--- src/ofd_map.vh ---
// Field positions, codes and reset values for the operand field decoder
`ifndef OFD_MAP_VH
`define OFD_MAP_VH

// ******************************
// Opcode byte fields
// ******************************
`define OFD_W_BIT        0
`define OFD_D_BIT        1
`define OFD_S_BIT        1
`define OFD_V_BIT        1
`define OFD_Z_BIT        0

// ******************************
// Address/operand byte fields
// ******************************
`define OFD_MODE_HI      7
`define OFD_MODE_LO      6
`define OFD_REG_HI       5
`define OFD_REG_LO       3
`define OFD_RM_HI        2
`define OFD_RM_LO        0
`define OFD_MODE_NODISP  2'h0
`define OFD_MODE_DISP8   2'h1
`define OFD_MODE_DISP16  2'h2
`define OFD_MODE_REG     2'h3
`define OFD_RM_DIRECT    3'h6

// ******************************
// Segment override prefix
// ******************************
`define OFD_PFX_TOP      3'h1
`define OFD_PFX_BOT      3'h6
`define OFD_SEG_EXTRA    2'h0
`define OFD_SEG_CODE     2'h1
`define OFD_SEG_STACK    2'h2
`define OFD_SEG_DATA     2'h3

// ******************************
// Immediate kinds
// ******************************
`define OFD_IMM_NONE     2'h0
`define OFD_IMM_BY_W     2'h1
`define OFD_IMM_BY_SW    2'h2
`define OFD_SW_WORD      2'h1
`define OFD_SW_SEXT      2'h3

// ******************************
// Flags word positions
// ******************************
`define OFD_FLG_CARRY    0
`define OFD_FLG_PARITY   2
`define OFD_FLG_AUX      4
`define OFD_FLG_ZERO     6
`define OFD_FLG_SIGN     7
`define OFD_FLG_TRAP     8
`define OFD_FLG_INTEN    9
`define OFD_FLG_DIR      10
`define OFD_FLG_OVF      11

// ******************************
// Reset values
// ******************************
`define OFD_RST_BYTE     8'h00
`define OFD_RST_WORD     16'h0000
`define OFD_RST_SEG      2'h3
`define OFD_COUNT_ONE    8'h01

`endif

--- src/ofd_ea_calc_dummy_never.v ---
`timescale 1ns/1ps
`default_nettype none
`default_nettype wire

--- src/ofd_ea_calc.v ---
// Effective address and displacement formation from the addressing fields
`timescale 1ns/1ps
`default_nettype none
`include "ofd_map.vh"

module ofd_ea_calc (
  input  wire [1:0]  mode_in,     // Addressing form
  input  wire [2:0]  rm_in,       // Operand selector
  input  wire [7:0]  disp_lo_in,  // First displacement byte
  input  wire [7:0]  disp_hi_in,  // Second displacement byte
  input  wire [15:0] bx_in,       // base_register_b value
  input  wire [15:0] bp_in,       // base_pointer value
  input  wire [15:0] si_in,       // source_index value
  input  wire [15:0] di_in,       // destination_index value
  output reg  [15:0] disp_out,    // Address offset
  output reg  [15:0] ea_out       // effective_address
);

  reg [15:0] base;

  always @* begin
    disp_out = `OFD_RST_WORD;
    base     = `OFD_RST_WORD;
    case (mode_in)
      `OFD_MODE_NODISP: disp_out = `OFD_RST_WORD;
      `OFD_MODE_DISP8:  disp_out = {{8{disp_lo_in[7]}}, disp_lo_in};
      `OFD_MODE_DISP16: disp_out = {disp_hi_in, disp_lo_in};
      default:          disp_out = `OFD_RST_WORD;
    endcase
    case (rm_in)
      3'h0: base = bx_in + si_in;
      3'h1: base = bx_in + di_in;
      3'h2: base = bp_in + si_in;
      3'h3: base = bp_in + di_in;
      3'h4: base = si_in;
      3'h5: base = di_in;
      3'h6: base = bp_in;
      default: base = bx_in;
    endcase
    ea_out = base + disp_out;
    if (mode_in == `OFD_MODE_NODISP && rm_in == `OFD_RM_DIRECT) begin
      ea_out = {disp_hi_in, disp_lo_in};
    end
  end

endmodule // ofd_ea_calc

`default_nettype wire

--- src/ofd_operand_decoder.v ---
// Operand field decoder: walks instruction bytes and decodes operand fields
`timescale 1ns/1ps
`default_nettype none
`include "ofd_map.vh"

// How it works
// - Direction bit 1 makes register field the destination, 0 the source.
// - Width bit 1 selects word operation, 0 selects byte operation.
// - Addressing form 11 makes the operand selector a register number.
// - Addressing form 00 gives zero offset and, except with selector 110, no displacement bytes.
// - Addressing form 01 takes one displacement byte, sign-extended to 16 bits.
// - Addressing form 10 takes two displacement bytes, low first, high:low.
// - Selectors 000-011 add a base and an index register to the offset.
// - Selectors 100-111 add one register to the offset.
// - Form 00 with selector 110 uses the two-byte direct address.
// - Displacement bytes follow the second byte, before immediate bytes.
// - Sign/width 01 takes a word immediate; 11 one byte sign-extended.
// - Count-select 0 gives count one, 1 gives the count low byte.
// - Repeat bit is compared with zero flag to continue repetition.
// - Prefix 001-seg-110 picks extra, code, stack or data segment.
// - Register codes map to word registers or low/high bytes.
// - Flags word packs overflow down to carry with gaps between.
// - Above/below compare unsigned; greater/less compare signed.
module ofd_operand_decoder (
  input  wire        ref_clk_in,       // 200 MHz clock
  input  wire        nrst_in,          // Synchronous reset, active low
  input  wire [7:0]  byte_in,          // Instruction byte from fetch queue
  input  wire        byte_valid_in,    // Byte present
  output wire        byte_ready_out,   // Decoder takes a byte this cycle
  input  wire        has_modrm_in,     // Opcode carries an address/operand byte
  input  wire [1:0]  imm_kind_in,      // Immediate kind, with the opcode byte
  input  wire        seg_dest_in,      // Opcode writes a segment from reg field
  input  wire [15:0] base_register_b_in,   // base_register_b
  input  wire [15:0] base_pointer_in,      // base_pointer
  input  wire [15:0] source_index_in,      // source_index
  input  wire [15:0] destination_index_in, // destination_index
  input  wire [15:0] count_register_in,    // count_register
  input  wire        overflow_flag_in,     // overflow_flag
  input  wire        direction_flag_in,    // direction_flag
  input  wire        int_enable_flag_in,   // Interrupt enable flag
  input  wire        trap_flag_in,         // trap_flag
  input  wire        sign_flag_in,         // sign_flag
  input  wire        zero_flag_in,         // zero_flag
  input  wire        aux_carry_flag_in,    // aux_carry_flag
  input  wire        parity_flag_in,       // parity_flag
  input  wire        carry_flag_in,        // carry_flag
  input  wire [3:0]  cond_code_in,         // Condition code to evaluate
  output reg         done_out,             // One-cycle pulse: results valid
  output reg         reg_is_dest_out,      // Register field is destination
  output reg         word_op_out,          // Word operation
  output reg         rm_is_reg_out,        // Selector names a register
  output reg  [2:0]  reg_idx_out,          // Register field register index
  output reg         reg_hi_byte_out,      // Register field is a high byte
  output reg  [2:0]  rm_idx_out,           // Selector register index
  output reg         rm_hi_byte_out,       // Selector register is a high byte
  output reg  [15:0] disp_out,             // Address offset
  output reg  [15:0] effective_address_out, // effective_address
  output reg  [15:0] imm_out,              // Immediate operand
  output reg  [7:0]  shift_count_out,      // Shift/rotate count
  output reg         seg_override_out,     // Segment override present
  output reg  [1:0]  seg_code_out,         // Overriding segment code
  output reg         cs_dest_err_out,      // Move into code segment seen
  output reg         rep_continue_out,     // Repetition continues
  output reg         cond_true_out,        // Condition holds
  output reg  [15:0] flags_word_out        // Flags as one word
);

  // ******************************
  // States
  // ******************************
  localparam [6:0] ST_OPC    = 7'h01;
  localparam [6:0] ST_MODRM  = 7'h02;
  localparam [6:0] ST_DISPLO = 7'h04;
  localparam [6:0] ST_DISPHI = 7'h08;
  localparam [6:0] ST_IMMLO  = 7'h10;
  localparam [6:0] ST_IMMHI  = 7'h20;
  localparam [6:0] ST_DONE   = 7'h40;

  reg [6:0]  state_q, state_d;
  reg [7:0]  opc_q;
  reg [7:0]  modrm_q;
  reg [7:0]  disp_lo_q;
  reg [7:0]  disp_hi_q;
  reg [7:0]  imm_lo_q;
  reg [7:0]  imm_hi_q;
  reg [1:0]  imm_kind_q;
  reg        has_modrm_q;
  reg        seg_dest_q;
  reg        pfx_q;
  reg [1:0]  pfx_seg_q;
  reg [1:0]  disp_len;
  reg        imm_two;
  reg        imm_sext;
  reg        cond_raw;

  wire        take = byte_valid_in & byte_ready_out;
  wire        is_pfx;
  wire [1:0]  mode = modrm_q[`OFD_MODE_HI:`OFD_MODE_LO];
  wire [1:0]  new_mode = byte_in[`OFD_MODE_HI:`OFD_MODE_LO];
  wire [2:0]  new_rm = byte_in[`OFD_RM_HI:`OFD_RM_LO];
  wire [2:0]  reg_f = modrm_q[`OFD_REG_HI:`OFD_REG_LO];
  wire [2:0]  rm_f = modrm_q[`OFD_RM_HI:`OFD_RM_LO];
  wire        wbit = opc_q[`OFD_W_BIT];
  wire [1:0]  sw = {opc_q[`OFD_S_BIT], opc_q[`OFD_W_BIT]};
  wire [15:0] ea_calc;
  wire [15:0] disp_calc;

  assign byte_ready_out = (state_q != ST_DONE);
  assign is_pfx = (byte_in[7:5] == `OFD_PFX_TOP) && (byte_in[2:0] == `OFD_PFX_BOT);

  // ******************************
  // Effective address unit
  // ******************************
  ofd_ea_calc u_ea (
    .mode_in    (mode),
    .rm_in      (rm_f),
    .disp_lo_in (disp_lo_q),
    .disp_hi_in (disp_hi_q),
    .bx_in      (base_register_b_in),
    .bp_in      (base_pointer_in),
    .si_in      (source_index_in),
    .di_in      (destination_index_in),
    .disp_out   (disp_calc),
    .ea_out     (ea_calc)
  );

  // ******************************
  // Byte counts
  // ******************************
  always @* begin
    disp_len = 2'h0;
    if (new_mode == `OFD_MODE_DISP8) begin
      disp_len = 2'h1;
    end else if (new_mode == `OFD_MODE_DISP16) begin
      disp_len = 2'h2;
    end else if (new_mode == `OFD_MODE_NODISP && new_rm == `OFD_RM_DIRECT) begin
      disp_len = 2'h2;
    end
    imm_two  = 1'b0;
    imm_sext = 1'b0;
    if (imm_kind_q == `OFD_IMM_BY_W) begin
      imm_two = wbit;
    end else if (imm_kind_q == `OFD_IMM_BY_SW) begin
      imm_two  = (sw == `OFD_SW_WORD);
      imm_sext = (sw == `OFD_SW_SEXT);
    end
  end

  // ******************************
  // Sequencer
  // ******************************
  always @* begin
    state_d = state_q;
    case (state_q)
      ST_OPC: begin
        if (take && !is_pfx) begin
          if (has_modrm_in) begin
            state_d = ST_MODRM;
          end else if (imm_kind_in != `OFD_IMM_NONE) begin
            state_d = ST_IMMLO;
          end else begin
            state_d = ST_DONE;
          end
        end
      end
      ST_MODRM: begin
        if (take) begin
          if (disp_len != 2'h0) begin
            state_d = ST_DISPLO;
          end else if (imm_kind_q != `OFD_IMM_NONE) begin
            state_d = ST_IMMLO;
          end else begin
            state_d = ST_DONE;
          end
        end
      end
      ST_DISPLO: begin
        if (take) begin
          if (mode != `OFD_MODE_DISP8) begin
            state_d = ST_DISPHI;
          end else if (imm_kind_q != `OFD_IMM_NONE) begin
            state_d = ST_IMMLO;
          end else begin
            state_d = ST_DONE;
          end
        end
      end
      ST_DISPHI: begin
        if (take) begin
          if (imm_kind_q != `OFD_IMM_NONE) begin
            state_d = ST_IMMLO;
          end else begin
            state_d = ST_DONE;
          end
        end
      end
      ST_IMMLO: if (take) state_d = imm_two ? ST_IMMHI : ST_DONE;
      ST_IMMHI: if (take) state_d = ST_DONE;
      ST_DONE: state_d = ST_OPC;
      default: state_d = ST_OPC;
    endcase
  end

  always @(posedge ref_clk_in) begin
    if (!nrst_in) begin
      state_q     <= ST_OPC;
      opc_q       <= `OFD_RST_BYTE;
      modrm_q     <= `OFD_RST_BYTE;
      disp_lo_q   <= `OFD_RST_BYTE;
      disp_hi_q   <= `OFD_RST_BYTE;
      imm_lo_q    <= `OFD_RST_BYTE;
      imm_hi_q    <= `OFD_RST_BYTE;
      imm_kind_q  <= `OFD_IMM_NONE;
      has_modrm_q <= 1'b0;
      seg_dest_q  <= 1'b0;
      pfx_q       <= 1'b0;
      pfx_seg_q   <= `OFD_RST_SEG;
    end else begin
      state_q <= state_d;
      if (state_q == ST_DONE) begin
        pfx_q <= 1'b0;
      end
      if (take) begin
        case (state_q)
          ST_OPC: begin
            if (is_pfx) begin
              pfx_q     <= 1'b1;
              pfx_seg_q <= byte_in[4:3];
            end else begin
              opc_q       <= byte_in;
              imm_kind_q  <= imm_kind_in;
              has_modrm_q <= has_modrm_in;
              seg_dest_q  <= seg_dest_in;
              modrm_q     <= `OFD_RST_BYTE;
              disp_lo_q   <= `OFD_RST_BYTE;
              disp_hi_q   <= `OFD_RST_BYTE;
              imm_lo_q    <= `OFD_RST_BYTE;
              imm_hi_q    <= `OFD_RST_BYTE;
            end
          end
          ST_MODRM:  modrm_q   <= byte_in;
          ST_DISPLO: disp_lo_q <= byte_in;
          ST_DISPHI: disp_hi_q <= byte_in;
          ST_IMMLO:  imm_lo_q  <= byte_in;
          ST_IMMHI:  imm_hi_q  <= byte_in;
          default:   opc_q     <= opc_q;
        endcase
      end
    end
  end

  // ******************************
  // Condition evaluation
  // ******************************
  always @* begin
    case (cond_code_in[3:1])
      3'h0: cond_raw = overflow_flag_in;
      3'h1: cond_raw = carry_flag_in;
      3'h2: cond_raw = zero_flag_in;
      3'h3: cond_raw = carry_flag_in | zero_flag_in;
      3'h4: cond_raw = sign_flag_in;
      3'h5: cond_raw = parity_flag_in;
      3'h6: cond_raw = sign_flag_in ^ overflow_flag_in;
      default: cond_raw = (sign_flag_in ^ overflow_flag_in) | zero_flag_in;
    endcase
  end

  // ******************************
  // Results
  // ******************************
  always @(posedge ref_clk_in) begin
    if (!nrst_in) begin
      done_out              <= 1'b0;
      reg_is_dest_out       <= 1'b0;
      word_op_out           <= 1'b0;
      rm_is_reg_out         <= 1'b0;
      reg_idx_out           <= 3'h0;
      reg_hi_byte_out       <= 1'b0;
      rm_idx_out            <= 3'h0;
      rm_hi_byte_out        <= 1'b0;
      disp_out              <= `OFD_RST_WORD;
      effective_address_out <= `OFD_RST_WORD;
      imm_out               <= `OFD_RST_WORD;
      shift_count_out       <= `OFD_COUNT_ONE;
      seg_override_out      <= 1'b0;
      seg_code_out          <= `OFD_RST_SEG;
      cs_dest_err_out       <= 1'b0;
      rep_continue_out      <= 1'b0;
      cond_true_out         <= 1'b0;
      flags_word_out        <= `OFD_RST_WORD;
    end else begin
      done_out         <= (state_q == ST_DONE);
      cond_true_out    <= cond_raw ^ cond_code_in[0];
      rep_continue_out <= (opc_q[`OFD_Z_BIT] == zero_flag_in);
      flags_word_out   <= `OFD_RST_WORD;
      flags_word_out[`OFD_FLG_OVF]    <= overflow_flag_in;
      flags_word_out[`OFD_FLG_DIR]    <= direction_flag_in;
      flags_word_out[`OFD_FLG_INTEN]  <= int_enable_flag_in;
      flags_word_out[`OFD_FLG_TRAP]   <= trap_flag_in;
      flags_word_out[`OFD_FLG_SIGN]   <= sign_flag_in;
      flags_word_out[`OFD_FLG_ZERO]   <= zero_flag_in;
      flags_word_out[`OFD_FLG_AUX]    <= aux_carry_flag_in;
      flags_word_out[`OFD_FLG_PARITY] <= parity_flag_in;
      flags_word_out[`OFD_FLG_CARRY]  <= carry_flag_in;
      if (state_q == ST_DONE) begin
        reg_is_dest_out <= opc_q[`OFD_D_BIT];
        word_op_out     <= wbit;
        rm_is_reg_out   <= has_modrm_q && (mode == `OFD_MODE_REG);
        // Byte codes 100-111 are the high halves of the first four registers
        reg_idx_out     <= wbit ? reg_f : {1'b0, reg_f[1:0]};
        reg_hi_byte_out <= ~wbit & reg_f[2];
        rm_idx_out      <= wbit ? rm_f : {1'b0, rm_f[1:0]};
        rm_hi_byte_out  <= ~wbit & rm_f[2];
        disp_out        <= disp_calc;
        effective_address_out <= ea_calc;
        if (imm_two) begin
          imm_out <= {imm_hi_q, imm_lo_q};
        end else if (imm_sext) begin
          imm_out <= {{8{imm_lo_q[7]}}, imm_lo_q};
        end else begin
          imm_out <= {8'h00, imm_lo_q};
        end
        shift_count_out <= opc_q[`OFD_V_BIT] ?
                           count_register_in[7:0] : `OFD_COUNT_ONE;
        seg_override_out <= pfx_q;
        seg_code_out     <= pfx_seg_q;
        // Flags the forbidden form so the execution side can trap it
        cs_dest_err_out  <= seg_dest_q && (reg_f[1:0] == `OFD_SEG_CODE);
      end
    end
  end

endmodule // ofd_operand_decoder

`default_nettype wire

--- config.mk ---
export PLATFORM = sky130hd
export DESIGN_NAME = ofd_operand_decoder
export DESIGN_NICKNAME = d
export VERILOG_FILES = /design/src/ofd_ea_calc_dummy_never.v /design/src/ofd_ea_calc.v /design/src/ofd_operand_decoder.v
export VERILOG_INCLUDE_DIRS = /design/src
export SDC_FILE = /design/constraint.sdc
export NUM_CORES = 1
export LEC_CHECK = 0
export BUFFER_PORTS_ARGS = -buffer_cell sky130_fd_sc_hd__buf_2
export CAP_MARGIN = 20
export CORE_MARGIN = 2
export CORE_UTILIZATION = 55
export DETAILED_ROUTE_END_ITERATION = 10
export PLACE_DENSITY = 0.89
export SYNTH_ARGS = -nofsm -noshare
export SYNTH_HDL_FRONTEND = slang
export SYNTH_SLANG_ARGS = --single-unit
--- constraint.sdc ---
create_clock -name ref_clk_in -period 6.2 [get_ports ref_clk_in]
set_input_delay 0.93 -clock ref_clk_in [delete_from_list [all_inputs] [get_ports ref_clk_in]]
set_output_delay 0.93 -clock ref_clk_in [all_outputs]
set_load 0.02 [all_outputs]
* Word-level counts from Yosys, hierarchy flattened
Index checks and enable logic that the tools add are counted.
Storage, ports and cells: flip-flop bits (word level) 146, bits in latches 0, RAM bits 0, memory bits (read-only) 0, output and inout port bits 91, word-level logic and storage cells 152, memories 0
Operators by class: add/sub/neg operators 5, multiply operators 0, divide/modulo/power cells 0, magnitude comparators 0, equality and inequality tests 41, shift-type cells 0, multiplexer cells 39, bitwise operators 9, reductions and logical operators 27
Operators by type and width (number):
- $pmux 16 s7 | 1
- $mux 7 | 12
- $add 16x16->16 | 5
- $pmux 8 s2 | 5
- $mux 16 | 3
- $pmux 7 s6 | 1
- $pmux 16 s2 | 1
- $eq 3x3->1 const B | 7
- $reduce_and 3->1 | 7
- $mux 8 | 2
- $reduce_bool 2->1 | 8
- $ne 2x2->1 const B | 7
- $eq 3x2->1 const B | 4
- $eq 2x1->1 const B | 5
- $eq 2x2->1 const B | 5
- $eq 3x1->1 const B | 3
- $mux 1 | 8
- $eq 7x1->1 const B | 1
- $eq 7x2->1 const B | 1
- $eq 7x3->1 const B | 1
- $eq 7x4->1 const B | 1
- $eq 7x5->1 const B | 1
- $eq 7x6->1 const B | 1
- $eq 7x7->1 const B | 1
- other kinds (15) | 30

* Logic depth before layout (Yosys ltp)
depth after elaboration 9, depth in mapped cells 25, depth with buffers taken out 23

* Modules after synthesis
Synthesis repeated with hierarchy kept, for this count alone.
Second synthesis, totals: cell total of the unflattened synthesis 1132, area total of the unflattened synthesis 9016.1 sq um
Modules (own cells, without submodules):
- ofd_operand_decoder | times used 1, cells an instance 644, area each 5413.9 sq um, sequential area each 2782.7 sq um
- ofd_ea_calc | times used 1, cells an instance 488, area each 3602.2 sq um, sequential area each 0.0 sq um

* Worst setup path before layout
Ideal clock, no wire load.
path kind register to register, start point register modrm_q[1], end point register effective_address_out[15], setup time 69 ps, arrival 4648 ps, slack 1483 ps, cell stages (with the launch flop) 24, clock period less this slack 4717 ps, cell sequence dfxtp_1 clkbuf_1 nor2_1 and2_1 clkbuf_8 clkbuf_1 mux2_2 ha_1 a21o_1 a21o_1 a21o_1 a21oi_1 xor2_1 o221ai_1 o21a_1 ha_1 and2_1 nand4_1 nor3_1 o41a_1 a21o_1 a21oi_1 xnor3_1 o21ai_1
Between the ends: longest elaborated chain between the ends 4, elaborated cells on any way between the ends 11
Ends and longest elaborated chain:
- start: declaration | RTL line ofd_operand_decoder.v:81 | reg [7:0] modrm_q;
- start signal: assignment | RTL line ofd_operand_decoder.v:208 | modrm_q <= `OFD_RST_BYTE;
- start signal: assignment | RTL line ofd_operand_decoder.v:234 | modrm_q <= `OFD_RST_BYTE;
- start signal: assignment | RTL line ofd_operand_decoder.v:241 | ST_MODRM: modrm_q <= byte_in;
- $eq 3x3->1 (tied with other cells) | RTL line ofd_ea_calc.v:30 | case (rm_in)
- $pmux 16 s7 | RTL line ofd_ea_calc.v:30
- $add 16x16->16 | RTL line ofd_ea_calc.v:40 | ea_out = base + disp_out;
- $mux 16 (*) | RTL line ofd_ea_calc.v:41 | if (mode_in == `OFD_MODE_NODISP && rm_in == `OFD_RM_DIRECT) begin
- end signal: assignment | RTL line ofd_operand_decoder.v:282 | effective_address_out <= `OFD_RST_WORD;
- end signal: assignment | RTL line ofd_operand_decoder.v:315 | effective_address_out <= ea_calc;
- end: declaration | RTL line ofd_operand_decoder.v:57 | output reg [15:0] effective_address_out,
Every way passes the cells marked *; elsewhere a longest branch is shown, timed or not. A chain may end at the register's enable or synchronous reset.

* Worst setup path in the final report
start point register modrm_q[2], end point register effective_address_out[15]
The elaborated chain is that of the path after synthesis.

==> results.cfg <==
[detailed_routing]
viasPerCell = 5.89
wire_per_inst_um = 16.6
drtPass1Iterations = 5
dr.first_iter.drc_count = 635
remaining_drc_errors = 0
drt_wl_total_um = 23900
antenna_left = 0
vias = 8466

[cts]
clock_path_buffers = 2
cts_buffers = 17
hold_buffers = 0
cts.clk_slew.worst_paths_ps = 60
insertion_delay_ps = 410
cts_root_buffer = clkbuf_16
post_cts_buffers = 0
clock-sinks = 139
cts_resized = 0
cts_tree = done
htreeDepth = 4

[sta]
fin_hold_ws_ps = 460
hold_viol = 0
worst_pin_slew_ps = 855
min_period_ps = 5570
slew_viol_final = 0
worst_clock_skew_ps = 9.21
rsz0062_at_grt = no
fin_crit_sh_pct = 89.8
tns_ps = 0
fmax_ghz = 0.180
setup_violations = 0
relSlewSlack_pct = 43.0

[hold_path]
hold_start = imm_out[7]$_SDFFE_PN0P_
hold_end = imm_out[7]$_SDFFE_PN0P_
hold_path_class = flip-flop to flip-flop
worstHoldPathCells = 2

[die]
start_util_pct = 56.1
core_area_sq_um = 15800
die_h_um = 131
io_pins = 199
die_w_um = 131
row_count = 46
die-area_sq_um = 17200

[pwr]
swShare_pct = 28.7
p_switching_w = 0.000668
pwr-share-seq_pct = 39.3
pwr-share-clk_pct = 42.4
p_int_w = 0.00166
combinationalPowerShare_pct = 18.3
ir_worst_vdd_mv = 0.233
leakage_nw = 4.43
power.density_nw_per_um2 = 222

[setup_path]
crit_path_end_kind = flip-flop
critPathRequiredTime_ps = 6540
worstPathArrival_ps = 5910
path_class = flip-flop to flip-flop
r2r_slack_ps = 630
r2r_cells = 22
timing.rr.start = modrm_q[2]$_SDFFE_PN0P_
cp-start-kind = flip-flop
regToRegEndpoint = effective_address_out[15]$_SDFFE_PN0P_
cp_max_fo = 9

[grt]
overflow = 0
antenna_found_initial = 0
grt_pass1_vias = 7807
grt_max_degree = 141
track_usage_pct = 27.3
grt_first_pass_wirelength_um = 37400

[logic_synthesis]
netlist_area_sq_um = 8880
postSynthAreaPerCell_sq_um = 8.40
yosysUniqueCellTypes = 75
yosysWarnings = 0
ys_ff_latch = 139
synth-seq-area-share_pct = 31.3
synth_edf_count = 0
synth_ff_type = dfxtp_1
syn_inst = 1057
async_flop_share_pct = 0

[layout]
fillCellCount = 1263
regArea_sq_um = 2780
final_cell_mix = buf_2, nand2_1, dfxtp_1
area_delta_synth_final_pct = 18.1
fin_util_pct = 66.2
nNetsFinal = 1372
multiInputGateArea_sq_um = 5770
num_antenna_cells = 0
drive_above_1_share_pct = 23.8
final_common_cell = buf_2

[place]
hpwl_um = 16800
gp_congestion = 0.910
io_buffer_count = 183

[run]
maxCapViolCount = 0

[status]
outcome = complete, no violations
## worst max-delay path: stages (launching register included)
cell	delay [ps]
dfxtp_1	420
nor2_1	310
and2_1	420
mux2_2	380
ha_1	230
inv_1	100
fa_1	210
nor2b_1	60
o21a_1	180
o21ai_0	360
a21oi_1	170
a311oi_1	360
xor2_1	190
o221ai_1	130
o21a_1	140
ha_1	350
a21oi_1	150
o21ai_0	140
o41a_1	370
a21o_1	200
a21oi_1	190
xnor3_1	270
o21ai_1	150
## logic make-up (layout without fill, tap and decap cells)
kind of cell             count (synthesis)  after routing  synth area share (%)
AND/OR/NAND/NOR                        367            367                  20.2
multiplexers                            64             64                  8.15
AO/OA/AOI/OAI                          306            306                  24.1
XOR/XNOR                                39             39                  4.00
flip-flops                             139            139                  31.3
buffers and inverters                   85            243                  4.03
other                                    1              7                0.0422
adder cells (fa/ha/maj)                 56             56                  8.15
## Yosys cell counts (3+ instances only)
| cell type | instances | area [sq um] |
|---|---|---|
| o21bai_1 | 4 | 30.0 |
| nand3b_1 | 6 | 45.0 |
| nand2b_1 | 12 | 75.1 |
| mux2_2 | 46 | 518 |
| nand2_1 | 141 | 529 |
| or2_2 | 3 | 18.8 |
| nor3b_1 | 5 | 37.5 |
| o221ai_1 | 11 | 96.3 |
| nor3_1 | 15 | 75.1 |
| nand3_1 | 23 | 115 |
| a21oi_1 | 56 | 280 |
| buf_1 | 5 | 18.8 |
| fa_1 | 3 | 60.1 |
| and2_1 | 23 | 144 |
| nor2_1 | 61 | 229 |
| clkbuf_1 | 52 | 195 |
| o21a_1 | 13 | 97.6 |
| a31oi_1 | 3 | 18.8 |
| o211ai_1 | 12 | 90.1 |
| a22oi_1 | 41 | 308 |
| nand4b_1 | 3 | 26.3 |
| dfxtp_1 | 139 | 2780 |
| nor2b_1 | 53 | 332 |
| o211a_1 | 10 | 100 |
| xor2_1 | 15 | 131 |
| o22ai_1 | 10 | 62.6 |
| xnor2_1 | 23 | 201 |
| buf_4 | 7 | 52.6 |
| a21boi_0 | 56 | 420 |
| o21ai_0 | 36 | 180 |
| o21ai_1 | 3 | 15.0 |
| a211oi_1 | 15 | 113 |
| mux2i_1 | 16 | 160 |
| ha_1 | 53 | 663 |
| or3_1 | 6 | 37.5 |
| and4b_1 | 3 | 30.0 |
| a21o_1 | 13 | 97.6 |
| a2111oi_0 | 3 | 26.3 |
| inv_1 | 17 | 63.8 |
## power groups by stage
stage | combinational (W) | sequential (W) | clock (W)
floorplan | 0.000302 | 0.000936 | 0
global placement | 0.000404 | 0.000935 | 0
detailed placement | 0.000415 | 0.000935 | 0
CTS | 0.000420 | 0.000916 | 0.000999
global route | 0.000472 | 0.000917 | 0.00104
finish | 0.000427 | 0.000916 | 0.000987
## cell type report
cell class | instances | area share [%]
Clock buffer | 17 | 4.06
Clock inverter | 15 | 1.48
Inverter | 18 | 0.645
Multi-Input combinational cell | 839 | 55.0
Sequential cell | 139 | 26.5
Tap cell | 216 | 2.58
Timing Repair Buffer | 193 | 9.67
## worst max path at each step
stage	from	endpoint	slack, ps	cells after the start
after floorplan	modrm_q[1]$_SDFFE_PN0P_	effective_address_out[15]$_SDFFE_PN0P_	1480	23
after global placement	modrm_q[2]$_SDFFE_PN0P_	effective_address_out[15]$_SDFFE_PN0P_	980	22
final	modrm_q[2]$_SDFFE_PN0P_	effective_address_out[15]$_SDFFE_PN0P_	630	22
after detailed placement	modrm_q[2]$_SDFFE_PN0P_	effective_address_out[15]$_SDFFE_PN0P_	760	22
after global routing	modrm_q[2]$_SDFFE_PN0P_	effective_address_out[14]$_SDFFE_PN0P_	340	21
after CTS	modrm_q[2]$_SDFFE_PN0P_	effective_address_out[15]$_SDFFE_PN0P_	660	22
## registers in the layout, summed over array words and instances (netlist names), 3 cells and up
signal                 cells
disp_lo_q                  8
reg_idx_out                3
shift_count_out            8
state_q                    7
effective_address_out     16
rm_idx_out                 3
imm_lo_q                   8
disp_out                  16
disp_hi_q                  8
imm_hi_q                   8
modrm_q                    8
flags_word_out             9
imm_out                   16
## per-layer routing
| layer | GRT usage, % | part of all wire [%] | vias up |
|---|---|---|---|
| li1 | - | - | 4090 |
| met1 | 33.8 | 41 | 3958 |
| met2 | 46.8 | 48 | 365 |
| met3 | 5.40 | 8.1 | 53 |
| met4 | 11.1 | 2.6 | 0 |
| met5 | 0 | 0 | - |
## per-stage QoR
| step | cells | power, W | setup WS (ps) | cell area (sq um) |
|---|---|---|---|---|
| floorplan | 1063 | 0.00124 | 1480 | 8900 |
| global placement | 1404 | 0.00134 | 978 | 9870 |
| detailed placement | 1404 | 0.00135 | 760 | 9870 |
| CTS | 1436 | 0.00234 | 664 | 10500 |
| global route | 1437 | 0.00243 | 339 | 10500 |
| finish | 1437 | 0.00233 | 633 | 10500 |
(Power assumes the default switching activity.)
